<file path="src/fpv_pkg.sv">
`default_nettype none
package fpv_pkg;
	// ========================================================
	// clock, command codes and retry limit
	localparam int         CLK_NS      = 25;
	localparam logic [7:0] CMD_PROG    = 8'h40;
	localparam logic [7:0] CMD_VERIFY  = 8'hc0;
	localparam logic [7:0] CMD_RESET   = 8'hff;
	localparam logic [7:0] CMD_READ    = 8'h00;
	localparam logic [4:0] MAX_TRIES   = 5'h19;

	// ========================================================
	// pin timing, figures as printed, counts derived
	localparam int  T_CS_NS    = 20;
	localparam int  T_WP_NS    = 60;
	localparam int  T_DH_NS    = 10;
	localparam int  T_WPH_NS   = 20;
	localparam real T_PROG_US  = 9.5;
	localparam real T_WHGL_US  = 6.0;
	localparam int  T_ACC_NS   = 120;
	localparam int  T_DF_NS    = 40;

	// least times round up, never below one cycle
	function automatic int fpv_cyc(input int ns);
		int c;
		c = (ns + CLK_NS - 1) / CLK_NS;
		return (c < 1) ? 1 : c;
	endfunction : fpv_cyc

	localparam int PROG_CYC = fpv_cyc(int'(T_PROG_US * 1000.0));
	localparam int WHGL_CYC = fpv_cyc(int'(T_WHGL_US * 1000.0));

	// timer loads are count minus one: state lasts count cycles
	localparam logic [8:0] TV_CS   = 9'(fpv_cyc(T_CS_NS) - 1);
	localparam logic [8:0] TV_WP   = 9'(fpv_cyc(T_WP_NS) - 1);
	localparam logic [8:0] TV_DH   = 9'(fpv_cyc(T_DH_NS) - 1);
	localparam logic [8:0] TV_WPH  = 9'(fpv_cyc(T_WPH_NS) - 1);
	localparam logic [8:0] TV_PROG = 9'(PROG_CYC - 1);
	localparam logic [8:0] TV_WHGL = 9'(WHGL_CYC - 1);
	localparam logic [8:0] TV_ACC  = 9'(fpv_cyc(T_ACC_NS) - 1);
	localparam logic [8:0] TV_DF   = 9'(fpv_cyc(T_DF_NS) - 1);

	// ========================================================
	// types
	typedef enum logic [1:0] {
		OP_READ    = 2'h0,
		OP_PROGRAM = 2'h1,
		OP_RESET   = 2'h2
	} fpv_op_t;

	typedef enum logic [2:0] {
		ST_IDLE     = 3'h0,
		ST_WR_SETUP = 3'h1,
		ST_WR_PULSE = 3'h2,
		ST_WR_HOLD  = 3'h3,
		ST_WR_GAP   = 3'h4,
		ST_WAIT     = 3'h5,
		ST_RD_ACC   = 3'h6,
		ST_RD_END   = 3'h7
	} fpv_state_e_t;

	typedef enum logic [2:0] {
		STEP_PGM_SETUP = 3'h0,
		STEP_PGM_DATA  = 3'h1,
		STEP_VERIFY    = 3'h2,
		STEP_RST1      = 3'h3,
		STEP_RST2      = 3'h4,
		STEP_READCMD   = 3'h5,
		STEP_READ      = 3'h6
	} fpv_step_t;

	typedef struct packed {
		fpv_op_t     op;
		logic [14:0] addr;
		logic [7:0]  data;
	} fpv_req_t;

	typedef struct packed {
		logic       fail;
		logic [7:0] data;
	} fpv_rsp_t;

	typedef struct packed {
		fpv_state_e_t state;
		fpv_step_t    step;
		fpv_op_t      op;
		logic [14:0]  addr;
		logic [7:0]   data;
		logic [7:0]   rd_data;
		logic [4:0]   tries;
		logic         ce_n;
		logic         oe_n;
		logic         we_n;
		logic [7:0]   dq_out;
		logic         dq_oe;
		logic         rsp_valid;
		fpv_rsp_t     rsp;
	} fpv_state_t;

	localparam fpv_state_t STATE_RESET = '{
		state: ST_IDLE, step: STEP_READ, op: OP_READ,
		addr: 15'h0000, data: 8'h00, rd_data: 8'h00, tries: 5'h00,
		ce_n: 1'b1, oe_n: 1'b1, we_n: 1'b1, dq_out: 8'h00, dq_oe: 1'b0,
		rsp_valid: 1'b0, rsp: '{fail: 1'b0, data: 8'h00}
	};
endpackage : fpv_pkg
`default_nettype wire

</file>
<file path="src/fpv_timer.sv">
`timescale 1ns/1ps
`default_nettype none
// ========================================================
// down counter: load on start, done once it reaches zero
module fpv_timer #(
	parameter int W = 9
) (
	input  wire logic         clock,
	input  wire logic         rstn,
	input  wire logic         start,
	input  wire logic [W-1:0] load,
	output logic              done
);
	logic [W-1:0] cnt;

	// counter, parked at zero when idle
	always_ff @(posedge clock or negedge rstn) begin
		if (!rstn) begin
			cnt <= '0;
		end else if (start) begin
			cnt <= load;
		end else if (cnt != '0) begin
			cnt <= cnt - W'(1);
		end
	end

	assign done = (cnt == '0);
endmodule : fpv_timer
`default_nettype wire

</file>
<file path="src/fpv_host.sv">
`timescale 1ns/1ps
`default_nettype none
// ========================================================
// host sequencer: program/verify, reset and plain read
module fpv_host (
	input  wire logic            CLOCK,
	input  wire logic            RSTN,
	input  wire logic            REQ_VALID,
	output logic                 REQ_READY,
	input  wire fpv_pkg::fpv_req_t REQ,
	output logic                 RSP_VALID,
	output fpv_pkg::fpv_rsp_t    RSP,
	output logic                 FLASH_CE_N,
	output logic                 FLASH_OE_N,
	output logic                 FLASH_WE_N,
	output logic [14:0]          FLASH_ADDR,
	input  wire logic [7:0]      FLASH_DQ_IN,
	output logic [7:0]           FLASH_DQ_OUT,
	output logic                 FLASH_DQ_OE
);
	fpv_pkg::fpv_state_t s;
	fpv_pkg::fpv_state_t next_s;
	logic                tstart;
	logic [8:0]          tload;
	logic                tdone;

	// ========================================================
	// helpers that open a bus cycle or return to idle with a response
	function automatic fpv_pkg::fpv_state_t begin_write(input fpv_pkg::fpv_state_t x,
		input logic [7:0] d);
		x.state  = fpv_pkg::ST_WR_SETUP;
		x.ce_n   = 1'b0;
		x.dq_out = d;
		x.dq_oe  = 1'b1;
		return x;
	endfunction : begin_write

	function automatic fpv_pkg::fpv_state_t begin_read(input fpv_pkg::fpv_state_t x);
		x.state = fpv_pkg::ST_RD_ACC;
		x.ce_n  = 1'b0;
		x.oe_n  = 1'b0;
		x.dq_oe = 1'b0;
		return x;
	endfunction : begin_read

	function automatic fpv_pkg::fpv_state_t respond(input fpv_pkg::fpv_state_t x,
		input logic fail);
		x.state     = fpv_pkg::ST_IDLE;
		x.rsp_valid = 1'b1;
		x.rsp.fail  = fail;
		x.rsp.data  = x.rd_data;
		return x;
	endfunction : respond

	// ========================================================
	// next state
	always_comb begin
		next_s           = s;
		next_s.rsp_valid = 1'b0;
		unique case (s.state)
			fpv_pkg::ST_IDLE: begin
				if (REQ_VALID) begin
					next_s.op      = REQ.op;
					next_s.addr    = REQ.addr;
					next_s.data    = REQ.data;
					next_s.tries   = 5'h00;
					next_s.rd_data = 8'h00;
					case (REQ.op)
						fpv_pkg::OP_PROGRAM: begin
							next_s.step = fpv_pkg::STEP_PGM_SETUP;
							next_s = begin_write(next_s, fpv_pkg::CMD_PROG);
						end
						fpv_pkg::OP_RESET: begin
							next_s.step = fpv_pkg::STEP_RST1;
							next_s = begin_write(next_s, fpv_pkg::CMD_RESET);
						end
						default: begin
							next_s.step = fpv_pkg::STEP_READ;
							next_s = begin_read(next_s);
						end
					endcase
				end
			end
			fpv_pkg::ST_WR_SETUP: begin
				// strobe falls only once chip select has led
				if (tdone) begin
					next_s.state = fpv_pkg::ST_WR_PULSE;
					next_s.we_n  = 1'b0;
				end
			end
			fpv_pkg::ST_WR_PULSE: begin
				// rising strobe: device latches here (operand starts, verify stops)
				if (tdone) begin
					next_s.state = fpv_pkg::ST_WR_HOLD;
					next_s.we_n  = 1'b1;
				end
			end
			fpv_pkg::ST_WR_HOLD: begin
				// data held past the strobe before the bus is let go
				if (tdone) begin
					next_s.state = fpv_pkg::ST_WR_GAP;
					next_s.ce_n  = 1'b1;
					next_s.dq_oe = 1'b0;
				end
			end
			fpv_pkg::ST_WR_GAP: begin
				if (tdone) begin
					unique case (s.step)
						fpv_pkg::STEP_PGM_SETUP: begin
							// operand cycle: address and byte together
							next_s.step = fpv_pkg::STEP_PGM_DATA;
							next_s = begin_write(next_s, s.data);
						end
						fpv_pkg::STEP_PGM_DATA: next_s.state = fpv_pkg::ST_WAIT;
						fpv_pkg::STEP_VERIFY:   next_s.state = fpv_pkg::ST_WAIT;
						fpv_pkg::STEP_RST1: begin
							next_s.step = fpv_pkg::STEP_RST2;
							next_s = begin_write(next_s, fpv_pkg::CMD_RESET);
						end
						fpv_pkg::STEP_RST2: begin
							// leave the device in a known mode after reset
							next_s.step = fpv_pkg::STEP_READCMD;
							next_s = begin_write(next_s, fpv_pkg::CMD_READ);
						end
						default: next_s = respond(next_s, 1'b0);
					endcase
				end
			end
			fpv_pkg::ST_WAIT: begin
				if (tdone) begin
					if (s.step == fpv_pkg::STEP_PGM_DATA) begin
						// programming has run its minimum; now stop it
						next_s.step = fpv_pkg::STEP_VERIFY;
						next_s = begin_write(next_s, fpv_pkg::CMD_VERIFY);
					end else begin
						next_s = begin_read(next_s);
					end
				end
			end
			fpv_pkg::ST_RD_ACC: begin
				// address kept unchanged, so a verify read sees the latched byte
				if (tdone) begin
					next_s.state   = fpv_pkg::ST_RD_END;
					next_s.rd_data = FLASH_DQ_IN;
					next_s.ce_n    = 1'b1;
					next_s.oe_n    = 1'b1;
				end
			end
			fpv_pkg::ST_RD_END: begin
				// wait for the device to float the bus before anything else
				if (tdone) begin
					if (s.step != fpv_pkg::STEP_VERIFY) begin
						next_s = respond(next_s, 1'b0);
					end else if (s.rd_data == s.data) begin
						next_s = respond(next_s, 1'b0);
					end else if (s.tries < fpv_pkg::MAX_TRIES - 5'h01) begin
						next_s.tries = s.tries + 5'h01;
						next_s.step  = fpv_pkg::STEP_PGM_SETUP;
						next_s = begin_write(next_s, fpv_pkg::CMD_PROG);
					end else begin
						next_s = respond(next_s, 1'b1);
					end
				end
			end
		endcase
	end

	// ========================================================
	// timer restarts on every state change, length by the new state
	always_comb begin
		tstart = (next_s.state != s.state);
		unique case (next_s.state)
			fpv_pkg::ST_WR_SETUP: tload = fpv_pkg::TV_CS;
			fpv_pkg::ST_WR_PULSE: tload = fpv_pkg::TV_WP;
			fpv_pkg::ST_WR_HOLD:  tload = fpv_pkg::TV_DH;
			fpv_pkg::ST_WR_GAP:   tload = fpv_pkg::TV_WPH;
			fpv_pkg::ST_WAIT:     tload = (next_s.step == fpv_pkg::STEP_PGM_DATA) ?
				fpv_pkg::TV_PROG : fpv_pkg::TV_WHGL;
			fpv_pkg::ST_RD_ACC:   tload = fpv_pkg::TV_ACC;
			fpv_pkg::ST_RD_END:   tload = fpv_pkg::TV_DF;
			fpv_pkg::ST_IDLE:     tload = 9'h000;
		endcase
	end

	fpv_timer #(
		.W(9)
	) u_timer (
		.clock(CLOCK),
		.rstn (RSTN),
		.start(tstart),
		.load (tload),
		.done (tdone)
	);

	// state register
	always_ff @(posedge CLOCK or negedge RSTN) begin
		if (!RSTN) begin
			s <= fpv_pkg::STATE_RESET;
		end else begin
			s <= next_s;
		end
	end

	assign REQ_READY    = (s.state == fpv_pkg::ST_IDLE);
	assign RSP_VALID    = s.rsp_valid;
	assign RSP          = s.rsp;
	assign FLASH_CE_N   = s.ce_n;
	assign FLASH_OE_N   = s.oe_n;
	assign FLASH_WE_N   = s.we_n;
	assign FLASH_ADDR   = s.addr;
	assign FLASH_DQ_OUT = s.dq_out;
	assign FLASH_DQ_OE  = s.dq_oe;

	// ========================================================
	// checks; helper counts cycles the strobe has stayed high
	logic [11:0] since_we;

	always_ff @(posedge CLOCK or negedge RSTN) begin
		if (!RSTN) begin
			since_we <= 12'h000;
		end else if (!s.we_n) begin
			since_we <= 12'h000;
		end else if (since_we != 12'hfff) begin
			since_we <= since_we + 12'h001;
		end
	end
endmodule : fpv_host
`default_nettype wire

</file>
<file path="config.mk">
export PLATFORM = sky130hd
export DESIGN_NAME = fpv_host
export DESIGN_NICKNAME = d
export VERILOG_FILES = /design/src/fpv_pkg.sv /design/src/fpv_timer.sv /design/src/fpv_host.sv
export SDC_FILE = /design/constraint.sdc
export NUM_CORES = 1
export LEC_CHECK = 0
export BUFFER_PORTS_ARGS = -buffer_cell sky130_fd_sc_hd__buf_2
export CAP_MARGIN = 20
export CORE_ASPECT_RATIO = 1.75
export CORE_UTILIZATION = 51
export CTS_CLUSTER_SIZE = 40
export DETAILED_ROUTE_END_ITERATION = 10
export GPL_TIMING_DRIVEN = 0
export PLACE_DENSITY_LB_ADDON = 0.25
export SLEW_MARGIN = 10
export SYNTH_ARGS = -nofsm -noshare
export SYNTH_HDL_FRONTEND = slang
export SYNTH_SLANG_ARGS = --single-unit
</file>
<file path="constraint.sdc">
create_clock -name CLOCK -period 2.15 [get_ports CLOCK]
set_input_delay 0.1075 -clock CLOCK [delete_from_list [all_inputs] [get_ports CLOCK]]
set_output_delay 0.1075 -clock CLOCK [all_outputs]
set_load 0.1 [all_outputs]
</file>
# [Word level (Yosys, flattened, before mapping)]
# Index checks and enable logic that the tools add are counted.
[op_classes] n_addsub=2 multipliers=0 n_div=0 n_lt_le_gt_ge=1 eq_ne=46 shift=0 muxes=33 bitwise=4 reduce_logical=26
[ops] operator="$mux 66" count=7
[ops] operator="$pmux 63 s4" count=1
[ops] operator="$pmux 66 s2" count=1
[ops] operator="$pmux 28 s4" count=1
[ops] operator="$mux 64" count=1
[ops] operator="$pmux 9 s5" count=1
[ops] operator="$pmux 10 s4" count=1
[ops] operator="$pmux 8 s5" count=1
[ops] operator="$ne 2x2->1 const B" count=19
[ops] operator="$pmux 8 s4" count=1
[ops] operator="$eq 3x3->1 const B" count=9
[ops] operator="$mux 9" count=3
[ops] operator="$pmux 3 s8" count=1
[ops] operator="$reduce_and 12->1" count=2
[ops] operator="$pmux 5 s4" count=1
[ops] operator="$eq 3x2->1 const B" count=6
[ops] operator="$eq 3x1->1 const B" count=4
[ops] operator="$mux 3" count=4
[ops] operator="$pmux 1 s6" count=2
[ops] operator="$reduce_and 11->1" count=1
[ops] operator="$pmux 1 s5" count=2
[ops] operator="$reduce_and 10->1" count=1
[ops] operator="$reduce_bool 2->1" count=5
[ops] operator="$logic_not 3->1" count=3
[ops] operator="other kinds (30)" count=34
[totals] register_bits=73 latch_bits=0 ram_bits=0 mem_bits_ro=0 mem_count=0

# [Longest topological paths before layout]
# Gate-level depths: netlist of the first run.
[logic_depth] depth_word=10 mapped_depth=10

# [By module]
# A second synthesis of the first run with hierarchy kept.
[unflattened] cells_unflattened=477 area_unflattened_um2=4171.5
[by_module_without_submodules] module="fpv_host" instances=1 cells_per_inst=420 area_per_inst_um2=3637.2 seq_area_each_um2=1607.8
[by_module_without_submodules] module="fpv_timer" instances=1 cells_per_inst=57 area_per_inst_um2=534.3 seq_area_each_um2=225.2

# [Worst setup path after synthesis of the first run]
# No wires, ideal clock.
[synth_timing] path_type="register to register" startpoint="register s[63] (netlist bit)" endpoint="register u_timer.cnt[2]" setup_time_ns=0.130 arrival_time_ns=3.755 path_slack_ns=-1.735 path_stages_with_launch=9 synth_period_minus_slack_ns=3.885 path_cell_list="dfrtp_1 buf_2 nor3_1 nor2b_1 a211oi_1 or2_2 buf_4 a32oi_1 o31ai_2"
[synth_between] elab_chain_cells=6
[synth_lines] element="from (decl)" line_no="fpv_host.sv:21" text="fpv_pkg::fpv_state_t s;"
[synth_lines] element="from (signal assigned)" line_no="fpv_host.sv:198" text="s <= fpv_pkg::STATE_RESET;"
[synth_lines] element="from (signal assigned)" line_no="fpv_host.sv:200" text="s <= next_s;"
[synth_lines] element="$logic_not 3->1 (*)"
[synth_lines] element="named net REQ_READY" line_no="fpv_host.sv:9" text="output logic REQ_READY,"
[synth_lines] element="$pmux 3 s8 / $pmux 28 s4 (equally long branches)" line_no="fpv_host.sv:60" text="unique case (s.state)"
[synth_lines] element="$eq 3x3->1, or another cell as far along" line_no="fpv_host.sv:172" text="unique case (next_s.state)"
[synth_lines] element="$reduce_or 4->1 (no line) / $mux 9 (equally long branches)"
[synth_lines] element="$pmux 9 s5" line_no="fpv_host.sv:172"
[synth_lines] element="$mux 9" line_no="fpv_timer.sv:20" text="end else if (start) begin"
[synth_lines] element="to (signal assigned)" line_no="fpv_timer.sv:21" text="cnt <= load;"
[synth_lines] element="to (signal assigned)" line_no="fpv_timer.sv:23" text="cnt <= cnt - W'(1);"
[synth_lines] element="to (decl)" line_no="fpv_timer.sv:14" text="logic [W-1:0] cnt;"
# The timed path passes the listed nets; every way through them passes the cells marked *. The select of a mux whose other input is x is not followed.
# A chain may end at the register's enable or synchronous reset.

==> flow_summary.json, run 1 <==
{
  "drive_gt1_frac": 0.416,
  "cts_sinks": 73,
  "powerDensity_nw_per_um2": 1600,
  "first_global_vias": 4146,
  "fmax_mhz": 416,
  "fin_area_sq_um": 6140,
  "synth_seq_area_share": 0.433,
  "synth_top_area_frac": 0.402,
  "grt_usage": 0.298,
  "combPwrFrac": 0.599,
  "async_flop_share": 1.00,
  "cp_num_cells": 9,
  "post-route-util": 0.771,
  "critPathKind": "reg -> reg",
  "relSlewSlack": 0.561,
  "start_util": 0.531,
  "reg2reg_depth": 9,
  "grt_pass1_wl_um": 19600,
  "cts_root_buf": "clkbuf_16",
  "syn_inst": 468,
  "row_count": 43,
  "status": "finished, violations left",
  "worst_setup_path_end_kind": "register",
  "vias_per_cell": 5.85,
  "reg2reg_setup_slack_ns": -0.25,
  "syn_nets": 510,
  "die_w_um": 70.8,
  "multiInputGateArea_sq_um": 2400,
  "ys.flop_type": "dfrtp_1",
  "design.core.area_sq_um": 7960,
  "worst_pin_slew_ns": 0.656,
  "layout.area.seq_sq_um": 1830,
  "swShare": 0.504,
  "ir_worst_vdd_v": 0.00141,
  "clkTransAtPathRegs_ns": 0.06,
  "htree_levels": 3,
  "avgSynthCellArea_sq_um": 9.04,
  "hold_class": "in -> async",
  "start_kind": "register",
  "synth.distinct_cells": 67,
  "leakage_nw": 2.98,
  "regToRegStartpoint": "u_timer.cnt[1]",
  "pin_count": 74,
  "ys_ff_latch": 73,
  "wire_per_inst_um": 18.3,
  "antenna_left": 0,
  "die_y_um": 122,
  "clockBufferDepth": 2,
  "io_buffers": 73,
  "synth_area_leaders": "dfrtp_1 40%, nand2_1 9.2%, buf_4 5.9%",
  "area_delta_synth_final_pct": 45.2,
  "final_max_slew_viol_count": 0,
  "clkPwrFrac": 0.156,
  "rsz0062_at_grt": "true",
  "required_ns": 2.42,
  "hold_viol": 0,
  "holdWs_ns": 0.259,
  "intPower_mw": 4.89,
  "endpoint": "u_timer.cnt[8]",
  "nFillCells": 515,
  "dieArea_sq_um": 8680,
  "seq_power_share": 0.245,
  "hpwl_um": 8010,
  "yosys.area.top_type": "dfrtp_1",
  "drt_wl_total_um": 13100,
  "min_period_over_period": 1.12,
  "cts_buffers": 9,
  "rr_endpoint": "u_timer.cnt[8]",
  "crit_chain": "inv_2 > ha_4 > or4b_4 > buf_12 > nor4_4 > o21ai_2 > o211ai_4 > nand4_4 > o22ai_2",
  "finClkSkew_ns": 0.00624,
  "firstDrtPassIters": 7,
  "vias": 4197,
  "insertion_delay_ns": 0.34,
  "antennaDiodeCount": 0,
  "syn_area_sq_um": 4230,
  "drt_iter0_drc": 357,
  "cap_violations": 0,
  "ys_top_cells_by_count": "104 x nand2_1, 68 x dfrtp_1, 33 x buf_4, 33 x o21ai_0, 27 x a21oi_1",
  "setup_viol": 34,
  "critical_path.max_fanout": 6,
  "drc": 0,
  "power.total_mw": 9.84,
  "synth_edf_count": 0,
  "fin_ws_ns": -0.254,
  "grt.overflow.total": 0,
  "gp_congestion": 0.990,
  "violations": "negative setup slack",
  "critical_path_buf_inv_count": 2,
  "cts_tree": "yes",
  "slowest_stage": "or4b_4",
  "synth_warnings": 0,
  "critPathTopFamily": "simple AND/OR/NAND/NOR gates",
  "placed_cell_area_sq_um": 4830,
  "fin_nets": 666,
  "cp.arrival_ns": 2.67,
  "crit_start": "u_timer.cnt[1]",
  "synth_most_common_cell": "nand2_1",
  "grt_max_degree": 40,
  "antenna_found_initial": 0,
  "max_stage_delay_ns": 0.57,
  "switchingPower_mw": 4.96,
  "fin_crit_ns": 2.40
}
## layout make-up
type / instances / share of cell area
clock inverter: 4 / 0.00835
sequential: 73 / 0.299
timing repair buffer: 148 / 0.173
multi-input combinational: 327 / 0.390
clock buffer: 11 / 0.0411
inverter: 11 / 0.00672
tap: 90 / 0.0183
buffer: 54 / 0.0634
## registers in the layout (all words and copies together), names as in the netlist
signal and count:
s 27, FLASH_ADDR 15, RSP 9, u_timer.cnt 9
FLASH_DQ_OUT 8, FLASH_CE_N 1, FLASH_DQ_OE 1, FLASH_OE_N 1
FLASH_WE_N 1, RSP_VALID 1
## logic make-up after synthesis
family / after synthesis / synth area share
simple gates: 189 / 0.217
xor+xnor: 16 / 0.0331
fa+ha+maj: 6 / 0.0177
flops: 73 / 0.433
compound gates: 98 / 0.157
mux: 18 / 0.0470
buf+inv: 68 / 0.0944
## per-layer routing
metal	track usage	share of wire	vias to the layer above
met5	0	0	-
met4	0.201	0.060	0
met3	0.0805	0.059	78
met2	0.540	0.54	212
met1	0.293	0.34	2012
li1	-	-	1895
## worst min path at each step
stage / startpoint / end / depth (start not counted) / slack (ns)
after floorplan: RSTN / FLASH_ADDR[0] / 0 / -0.19
after global routing: RSTN / u_timer.cnt[8] / 2 / 0.30
final: RSTN / u_timer.cnt[8] / 2 / 0.26
after global placement: REQ[12] / FLASH_ADDR[4] / 3 / 0.30
after detailed placement: RSTN / u_timer.cnt[8] / 1 / 0.09
after CTS: RSTN / u_timer.cnt[8] / 2 / 0.27
## through the flow
step	instances	TNS, ns	worst slack, ns
after floorplan	468	-2.76	-0.217
after global placement	631	-13.97	-0.664
after detailed placement	632	-15.39	-0.703
after CTS	698	-4.68	-0.261
after global routing	718	-7.19	-0.364
final	718	-4.46	-0.254
## placed cells by master (no fill, tap or decap), types with 3 or more instances in the layout
cell type      instances
a211oi_4               3
a21oi_1               24
a31oi_1                3
buf_12                 3
buf_2                 75
buf_4                 71
buf_6                  8
clkbuf_1               4
clkbuf_16              9
clkbuf_2               5
dfrtp_1               67
dfstp_2                5
dlygate4sd3_1         32
ha_1                   5
inv_1                  8
inv_2                  3
mux2_2                 7
mux2_4                 8
mux2i_1                3
nand2_1              103
nand2b_1               7
nand3_1                7
nand4_1                3
nor2_1                18
nor2b_1                4
nor3_1                 5
nor3_4                 4
nor4_1                 4
nor4_4                 5
o21ai_0               29
o21ai_1                3
o31ai_1                3
xnor2_1                4
xor2_1                12
## timing repair
item                       in CTS  in global routing
pin swaps                      16                 29
setup endpoints to repair      64                 51
hold endpoints to repair       63                  0
hold buffers                   32                  0
resized for setup              43                 39
buffers inserted               20                 23
## power groups by stage
stage	clock network (mW)	registers (mW)	logic, mW
finish	1.54	2.41	5.90
global route	1.61	2.45	6.19
CTS	1.57	2.38	5.36
detailed placement	0	2.37	4.78
global placement	0	2.35	4.73
floorplan	0	2.39	3.92
(Power assumes the default switching activity.)
==> run 2: changes to the inputs <==
--- a/config.mk
+++ b/config.mk
@@ -12,8 +12,10 @@
 export CTS_CLUSTER_SIZE = 40
 export DETAILED_ROUTE_END_ITERATION = 10
 export GPL_TIMING_DRIVEN = 0
+export MAX_ROUTING_LAYER = met4
 export PLACE_DENSITY_LB_ADDON = 0.25
 export SLEW_MARGIN = 10
 export SYNTH_ARGS = -nofsm -noshare
 export SYNTH_HDL_FRONTEND = slang
 export SYNTH_SLANG_ARGS = --single-unit
+export TNS_END_PERCENT = 10
==> run 2 against run 1 <==
Against the previous run:
- the run still ends with negative setup slack left
- flip-flop and latch count unchanged
- sequential share of layout area up 1.5 points
- total power down 4.9%
- clock skew up 0.0027 ns
- maximum frequency down 2.8%
- cell count down 2.1%
- via count down 4.6%
- register-to-register slack worse by 0.07 ns
- final area down 4.6%
- count of clock-buffer cells in the layout down 2
- non-clock buffer count down 16
- largest cell class unchanged
==> flow_summary.json, run 2 (synthesis gave the netlist of run 1 again) <==
{
  "status": "finished, violations left",
  "violations": "negative setup slack",
  "row_count": 43,
  "placed_cell_area_sq_um": 4760,
  "pin_count": 74,
  "cts_root_buf": "clkbuf_16",
  "powerDensity_nw_per_um2": 1600,
  "relSlewSlack": 0.554,
  "min_period_over_period": 1.15,
  "final_common_cell": "nand2_1",
  "grt_max_degree": 57,
  "fin_crit_ns": 2.47,
  "grt_pass1_wl_um": 20100,
  "vias_per_cell": 5.69,
  "drive_gt1_frac": 0.377,
  "intPower_mw": 4.57,
  "swShare": 0.512,
  "clockBufferDepth": 2,
  "area_delta_synth_final_pct": 38.5,
  "setup_viol": 29,
  "clkPwrFrac": 0.161,
  "critPathTopFamily": "simple AND/OR/NAND/NOR gates",
  "crit_chain": "inv_2 > ha_4 > or4b_4 > buf_12 > nor4_4 > o211ai_1 > o221ai_2 > or3_1 > o22ai_1",
  "rsz0062_at_grt": "true",
  "drt_iter0_drc": 249,
  "post-route-util": 0.736,
  "leakage_nw": 2.83,
  "slowest_stage": "or4b_4",
  "switchingPower_mw": 4.79,
  "vias": 4003,
  "hold_class": "in -> reg",
  "mostFrequentLayoutCells": "103 x nand2_1, 74 x buf_2, 66 x dfrtp_1",
  "htree_levels": 3,
  "combPwrFrac": 0.582,
  "die_w_um": 70.8,
  "largest_register_ffs": 27,
  "worst_setup_path_end_kind": "register",
  "cts_sinks": 73,
  "antenna_left": 0,
  "ir_worst_vdd_v": 0.00127,
  "clkTransAtPathRegs_ns": 0.06,
  "insertion_delay_ns": 0.34,
  "grt.overflow.total": 0,
  "gp_congestion": 0.956,
  "final_max_slew_viol_count": 0,
  "regMostFlops": "s",
  "seq_power_share": 0.257,
  "fin_area_sq_um": 5860,
  "drc": 0,
  "cp.arrival_ns": 2.70,
  "hpwl_um": 8120,
  "wire_per_inst_um": 17.9,
  "firstDrtPassIters": 7,
  "reg2reg_setup_slack_ns": -0.32,
  "critical_path.max_fanout": 5,
  "nFillCells": 584,
  "hold_viol": 0,
  "cts_tree": "yes",
  "pre_cts_ws_ns": -0.714,
  "io_buffers": 73,
  "finClkSkew_ns": 0.00896,
  "required_ns": 2.37,
  "fmax_mhz": 404,
  "dieArea_sq_um": 8680,
  "cap_violations": 0,
  "worst_pin_slew_ns": 0.666,
  "critical_path_buf_inv_count": 2,
  "layout.cells.non_filler": 703,
  "critPathKind": "reg -> reg",
  "grt_usage": 0.314,
  "antenna_found_initial": 0,
  "finalSetupTns_ns": -5.99,
  "design.core.area_sq_um": 7960,
  "cts_buffers": 9,
  "die_y_um": 122,
  "fin_nets": 650,
  "start_util": 0.531,
  "max_stage_delay_ns": 0.51,
  "drt_wl_total_um": 12600,
  "first_global_vias": 4247,
  "start_kind": "register",
  "fin_ws_ns": -0.324,
  "dp.cells": 632,
  "antennaDiodeCount": 0
}
-- run 2: what timing repair did --
| item | in CTS | in global routing |
|---|---|---|
| buffers inserted | 24 | 2 |
| setup endpoints to repair | 56 | 54 |
| pin swaps | 17 | 3 |
| resized for setup | 47 | 20 |
| hold buffers | 31 | 0 |
| endpoints found under the hold margin | 100 | 0 |
-- run 2: tightest hold or removal path: stages --
cell	delay [ns]
buf_2	0.08
nand2_1	0.05
nand2_1	0.07
-- run 2: power by group through the flow --
stage / Sequential [mW] / Clock (mW) / Combinational [mW]
3_3_place_gp: 2.34 / 0 / 4.58
3_5_place_dp: 2.36 / 0 / 4.65
2_1_floorplan: 2.39 / 0 / 3.78
4_1_cts: 2.35 / 1.52 / 5.34
6_report: 2.40 / 1.51 / 5.45
5_1_grt: 2.46 / 1.58 / 5.74
-- run 2: layout make-up --
class	instances	area, sq um	area share
Tap cell	90	113	0.0192
Inverter	11	41.3	0.00705
Timing Repair Buffer	131	925	0.158
Clock inverter	7	68.8	0.0117
Buffer	55	395	0.0675
Sequential cell	73	1840	0.313
Clock buffer	9	225	0.0384
Multi-Input combinational cell	327	2250	0.385
-- run 2: layer usage --
layer	vias to the layer above	global-route usage	part of all wire
met5	-	-	0
met4	0	0.195	0.052
met3	55	0.0452	0.041
met2	154	0.572	0.56
met1	1927	0.310	0.35
li1	1867	-	-
-- run 2: final timing paths --
check / from / to / cells after the start
worst max-delay path: u_timer.cnt[1] / u_timer.cnt[4] / 9
worst min-delay path: REQ[4] / s[39] / 3
worst max register to register: u_timer.cnt[1] / u_timer.cnt[4] / 9
worst min register to register: FLASH_ADDR[12] / FLASH_ADDR[12] / 2
max in group asynchronous: RSTN / FLASH_CE_N / 3
min in group asynchronous: RSTN / s[64] / 2
-- run 2: stage by stage --
stage          hold WS [ns]  total power [mW]
6_report          0.0000412              9.36
5_1_grt              0.0111              9.78
4_1_cts             0.00715              9.22
3_5_place_dp        0.00254              7.01
3_3_place_gp          0.298              6.92
2_1_floorplan        -0.188              6.17
==> run 3: changes to the inputs <==
--- a/config.mk
+++ b/config.mk
@@ -17,5 +17,6 @@
 export SLEW_MARGIN = 10
 export SYNTH_ARGS = -nofsm -noshare
 export SYNTH_HDL_FRONTEND = slang
+export SYNTH_HIERARCHICAL = 1
 export SYNTH_SLANG_ARGS = --single-unit
 export TNS_END_PERCENT = 10
==> run 3 against run 2 <==
Against the previous run:
- the run still ends with negative setup slack left
- highest routed layer unchanged
- critical path depth is 6 higher
- first-iteration DRC count is 4.4% lower
- cell count is 0.28% lower
- utilization is 2.0 points lower
- global-route usage is 3.6 points lower
- total power is 67% lower
- clock skew is 0.0033 ns lower
- combinational power is 98% lower
- synthesized cell count is 1.9% higher
==> flow_summary.json, run 3 <==
{
  "status": "finished, violations left",
  "violations": "negative setup slack",
  "syn_inst": 477,
  "powerDensity_nw_per_um2": 548,
  "hp-start": "FLASH_DQ_IN[3]",
  "fin_nets": 646,
  "cp.arrival_ns": 3.48,
  "wire_per_inst_um": 16.3,
  "crit_start": "u_timer/cnt[0]",
  "clkPwrFrac": 0.515,
  "seq_power_share": 0.443,
  "grt_usage": 0.277,
  "finClkSkew_ns": 0.00565,
  "synth_most_common_cell": "nand2_1",
  "finalSetupTns_ns": -22.15,
  "relSlewSlack": 0.301,
  "drive_gt1_frac": 0.347,
  "ys_ff_latch": 73,
  "start_util": 0.527,
  "design.core.area_sq_um": 7910,
  "nFillCells": 626,
  "final_max_slew_viol_count": 0,
  "regToRegStartpoint": "u_timer/cnt[0]",
  "grt_pass1_wl_um": 17900,
  "synth_edf_count": 0,
  "critPathKind": "reg -> reg",
  "hold_viol": 0,
  "required_ns": 2.37,
  "gp_congestion": 0.904,
  "worst_pin_slew_ns": 1.05,
  "syn_area_sq_um": 4170,
  "reg2reg_depth": 15,
  "insertion_delay_ns": 0.34,
  "switchingPower_mw": 0.645,
  "ys.flop_type": "dfrtp_1",
  "hold_class": "in -> reg",
  "antennaDiodeCount": 0,
  "grt.overflow.total": 0,
  "combPwrFrac": 0.042,
  "worstHoldPathCells": 3,
  "worst_setup_path_end_kind": "register",
  "avgSynthCellArea_sq_um": 8.75,
  "clkTransAtPathRegs_ns": 0.06,
  "yosys.area.top_type": "dfrtp_1",
  "ir_worst_vdd_v": 0.000350,
  "antenna_found_initial": 0,
  "ys_top_cells_by_count": "118 x nand2_1, 68 x dfrtp_1, 36 x o21ai_0",
  "rsz0062_at_grt": "true",
  "synth_area_leaders": "dfrtp_1 41%, nand2_1 11%, buf_4 5.8%",
  "io_buffers": 73,
  "leakage_nw": 2.83,
  "clockBufferDepth": 2,
  "fin_ws_ns": -1.11,
  "grt_max_degree": 67,
  "cts_root_buf": "clkbuf_16",
  "vias_per_cell": 5.49,
  "fin_crit_ns": 3.26,
  "final_common_cell": "nand2_1",
  "rr_endpoint": "u_timer/cnt[7]",
  "dp.cells": 641,
  "cts_sinks": 73,
  "critical_path.max_fanout": 7,
  "die_w_um": 70.4,
  "synth_seq_area_share": 0.439,
  "drt_iter0_drc": 238,
  "setup_viol": 46,
  "dieArea_sq_um": 8560,
  "reg2reg_setup_slack_ns": -1.11,
  "first_global_vias": 3810,
  "cts_tree": "yes",
  "hpwl_um": 7560,
  "area_delta_synth_final_pct": 35.8,
  "synth_warnings": 6,
  "htree_levels": 3,
  "drc": 0,
  "min_period_over_period": 1.52,
  "drt_wl_total_um": 11400,
  "swShare": 0.208,
  "whs_endpoint": "s[30]",
  "largest_register_ffs": 27,
  "synth.distinct_cells": 71,
  "start_kind": "register",
  "antenna_left": 0,
  "pre_cts_ws_ns": -1.40,
  "cts_buffers": 9,
  "cap_violations": 0,
  "mostFrequentLayoutCells": "115 x nand2_1, 77 x buf_2, 68 x dfrtp_1",
  "syn_nets": 517,
  "firstDrtPassIters": 5,
  "row_count": 43,
  "synth_top_area_frac": 0.408,
  "intPower_mw": 2.46,
  "async_flop_share": 1.00,
  "pin_count": 74,
  "die_y_um": 122,
  "fmax_mhz": 307,
  "layout.cells.non_filler": 701,
  "vias": 3851,
  "regMostFlops": "s"
}
-- run 3: cells by family after synthesis --
group,Yosys count,share of synthesized area
adder cells (fa/ha/maj),4,0.0120
AO/OA/AOI/OAI,92,0.154
flip-flops,73,0.439
multiplexers,10,0.0267
XOR/XNOR,13,0.0273
buffers and inverters,74,0.0990
AND/OR/NAND/NOR,211,0.241
-- run 3: routing by layer --
layer / global-route usage / share of wire / up-vias
li1: - / - / 1860
met5: - / 0 / -
met3: 0.0430 / 0.040 / 37
met2: 0.504 / 0.56 / 133
met4: 0.124 / 0.040 / 0
met1: 0.291 / 0.36 / 1821
-- run 3: worst max-delay path by stage --
| stage | end |
|---|---|
| finish | u_timer/cnt[7] |
| global route | u_timer/cnt[0] |
| CTS | u_timer/cnt[0] |
| detailed placement | u_timer/cnt[0] |
| global placement | u_timer/cnt[7] |
| floorplan | u_timer/cnt[7] |
-- run 3: power groups by stage --
stage | registers [mW] | clock network [mW] | logic, mW
2_1_floorplan | 1.40 | 0 | 0.0209
3_3_place_gp | 1.40 | 0 | 0.0880
3_5_place_dp | 1.40 | 0 | 0.0966
4_1_cts | 1.37 | 1.62 | 0.131
5_1_grt | 1.37 | 1.66 | 0.144
6_report | 1.37 | 1.60 | 0.131
-- run 3: timing repair --
action	CTS	global route
resized for setup	30	27
pin swaps	12	6
endpoints found under the setup margin	50	66
hold endpoints to repair	91	0
setup buffers	15	7
hold buffers	24	0
-- run 3: cell type report --
| type | instances | area [sq um] | area share |
|---|---|---|---|
| Buffer | 51 | 362 | 0.0638 |
| Clock buffer | 10 | 229 | 0.0404 |
| Clock inverter | 6 | 90.1 | 0.0159 |
| Inverter | 21 | 93.8 | 0.0166 |
| Multi-Input combinational cell | 330 | 2130 | 0.376 |
| Sequential cell | 73 | 1830 | 0.324 |
| Tap cell | 90 | 113 | 0.0199 |
| Timing Repair Buffer | 120 | 817 | 0.144 |
-- run 3: stage by stage --
stage	hold slack, ns	instance area (sq um)	util	total power [mW]
detailed placement	-0.0583	4760	0.602	1.50
CTS	0.00883	5540	0.700	3.13
global placement	0.301	4730	0.598	1.49
finish	0.00745	5660	0.716	3.11
floorplan	-0.188	4250	-	1.42
global route	0.0415	5660	0.716	3.18
-- run 3: worst max-delay path, cell delays in order (launching register included) --
cell	delay, ns
dfrtp_1	0.39
inv_2	0.08
ha_4	0.13
or4b_4	0.48
or2_4	0.27
inv_6	0.09
nand2b_4	0.14
a21oi_4	0.06
o311ai_4	0.32
a211o_1	0.18
o21ai_1	0.06
o21ai_1	0.25
clkbuf_8	0.25
inv_8	0.05
o311a_1	0.12
a221o_1	0.27
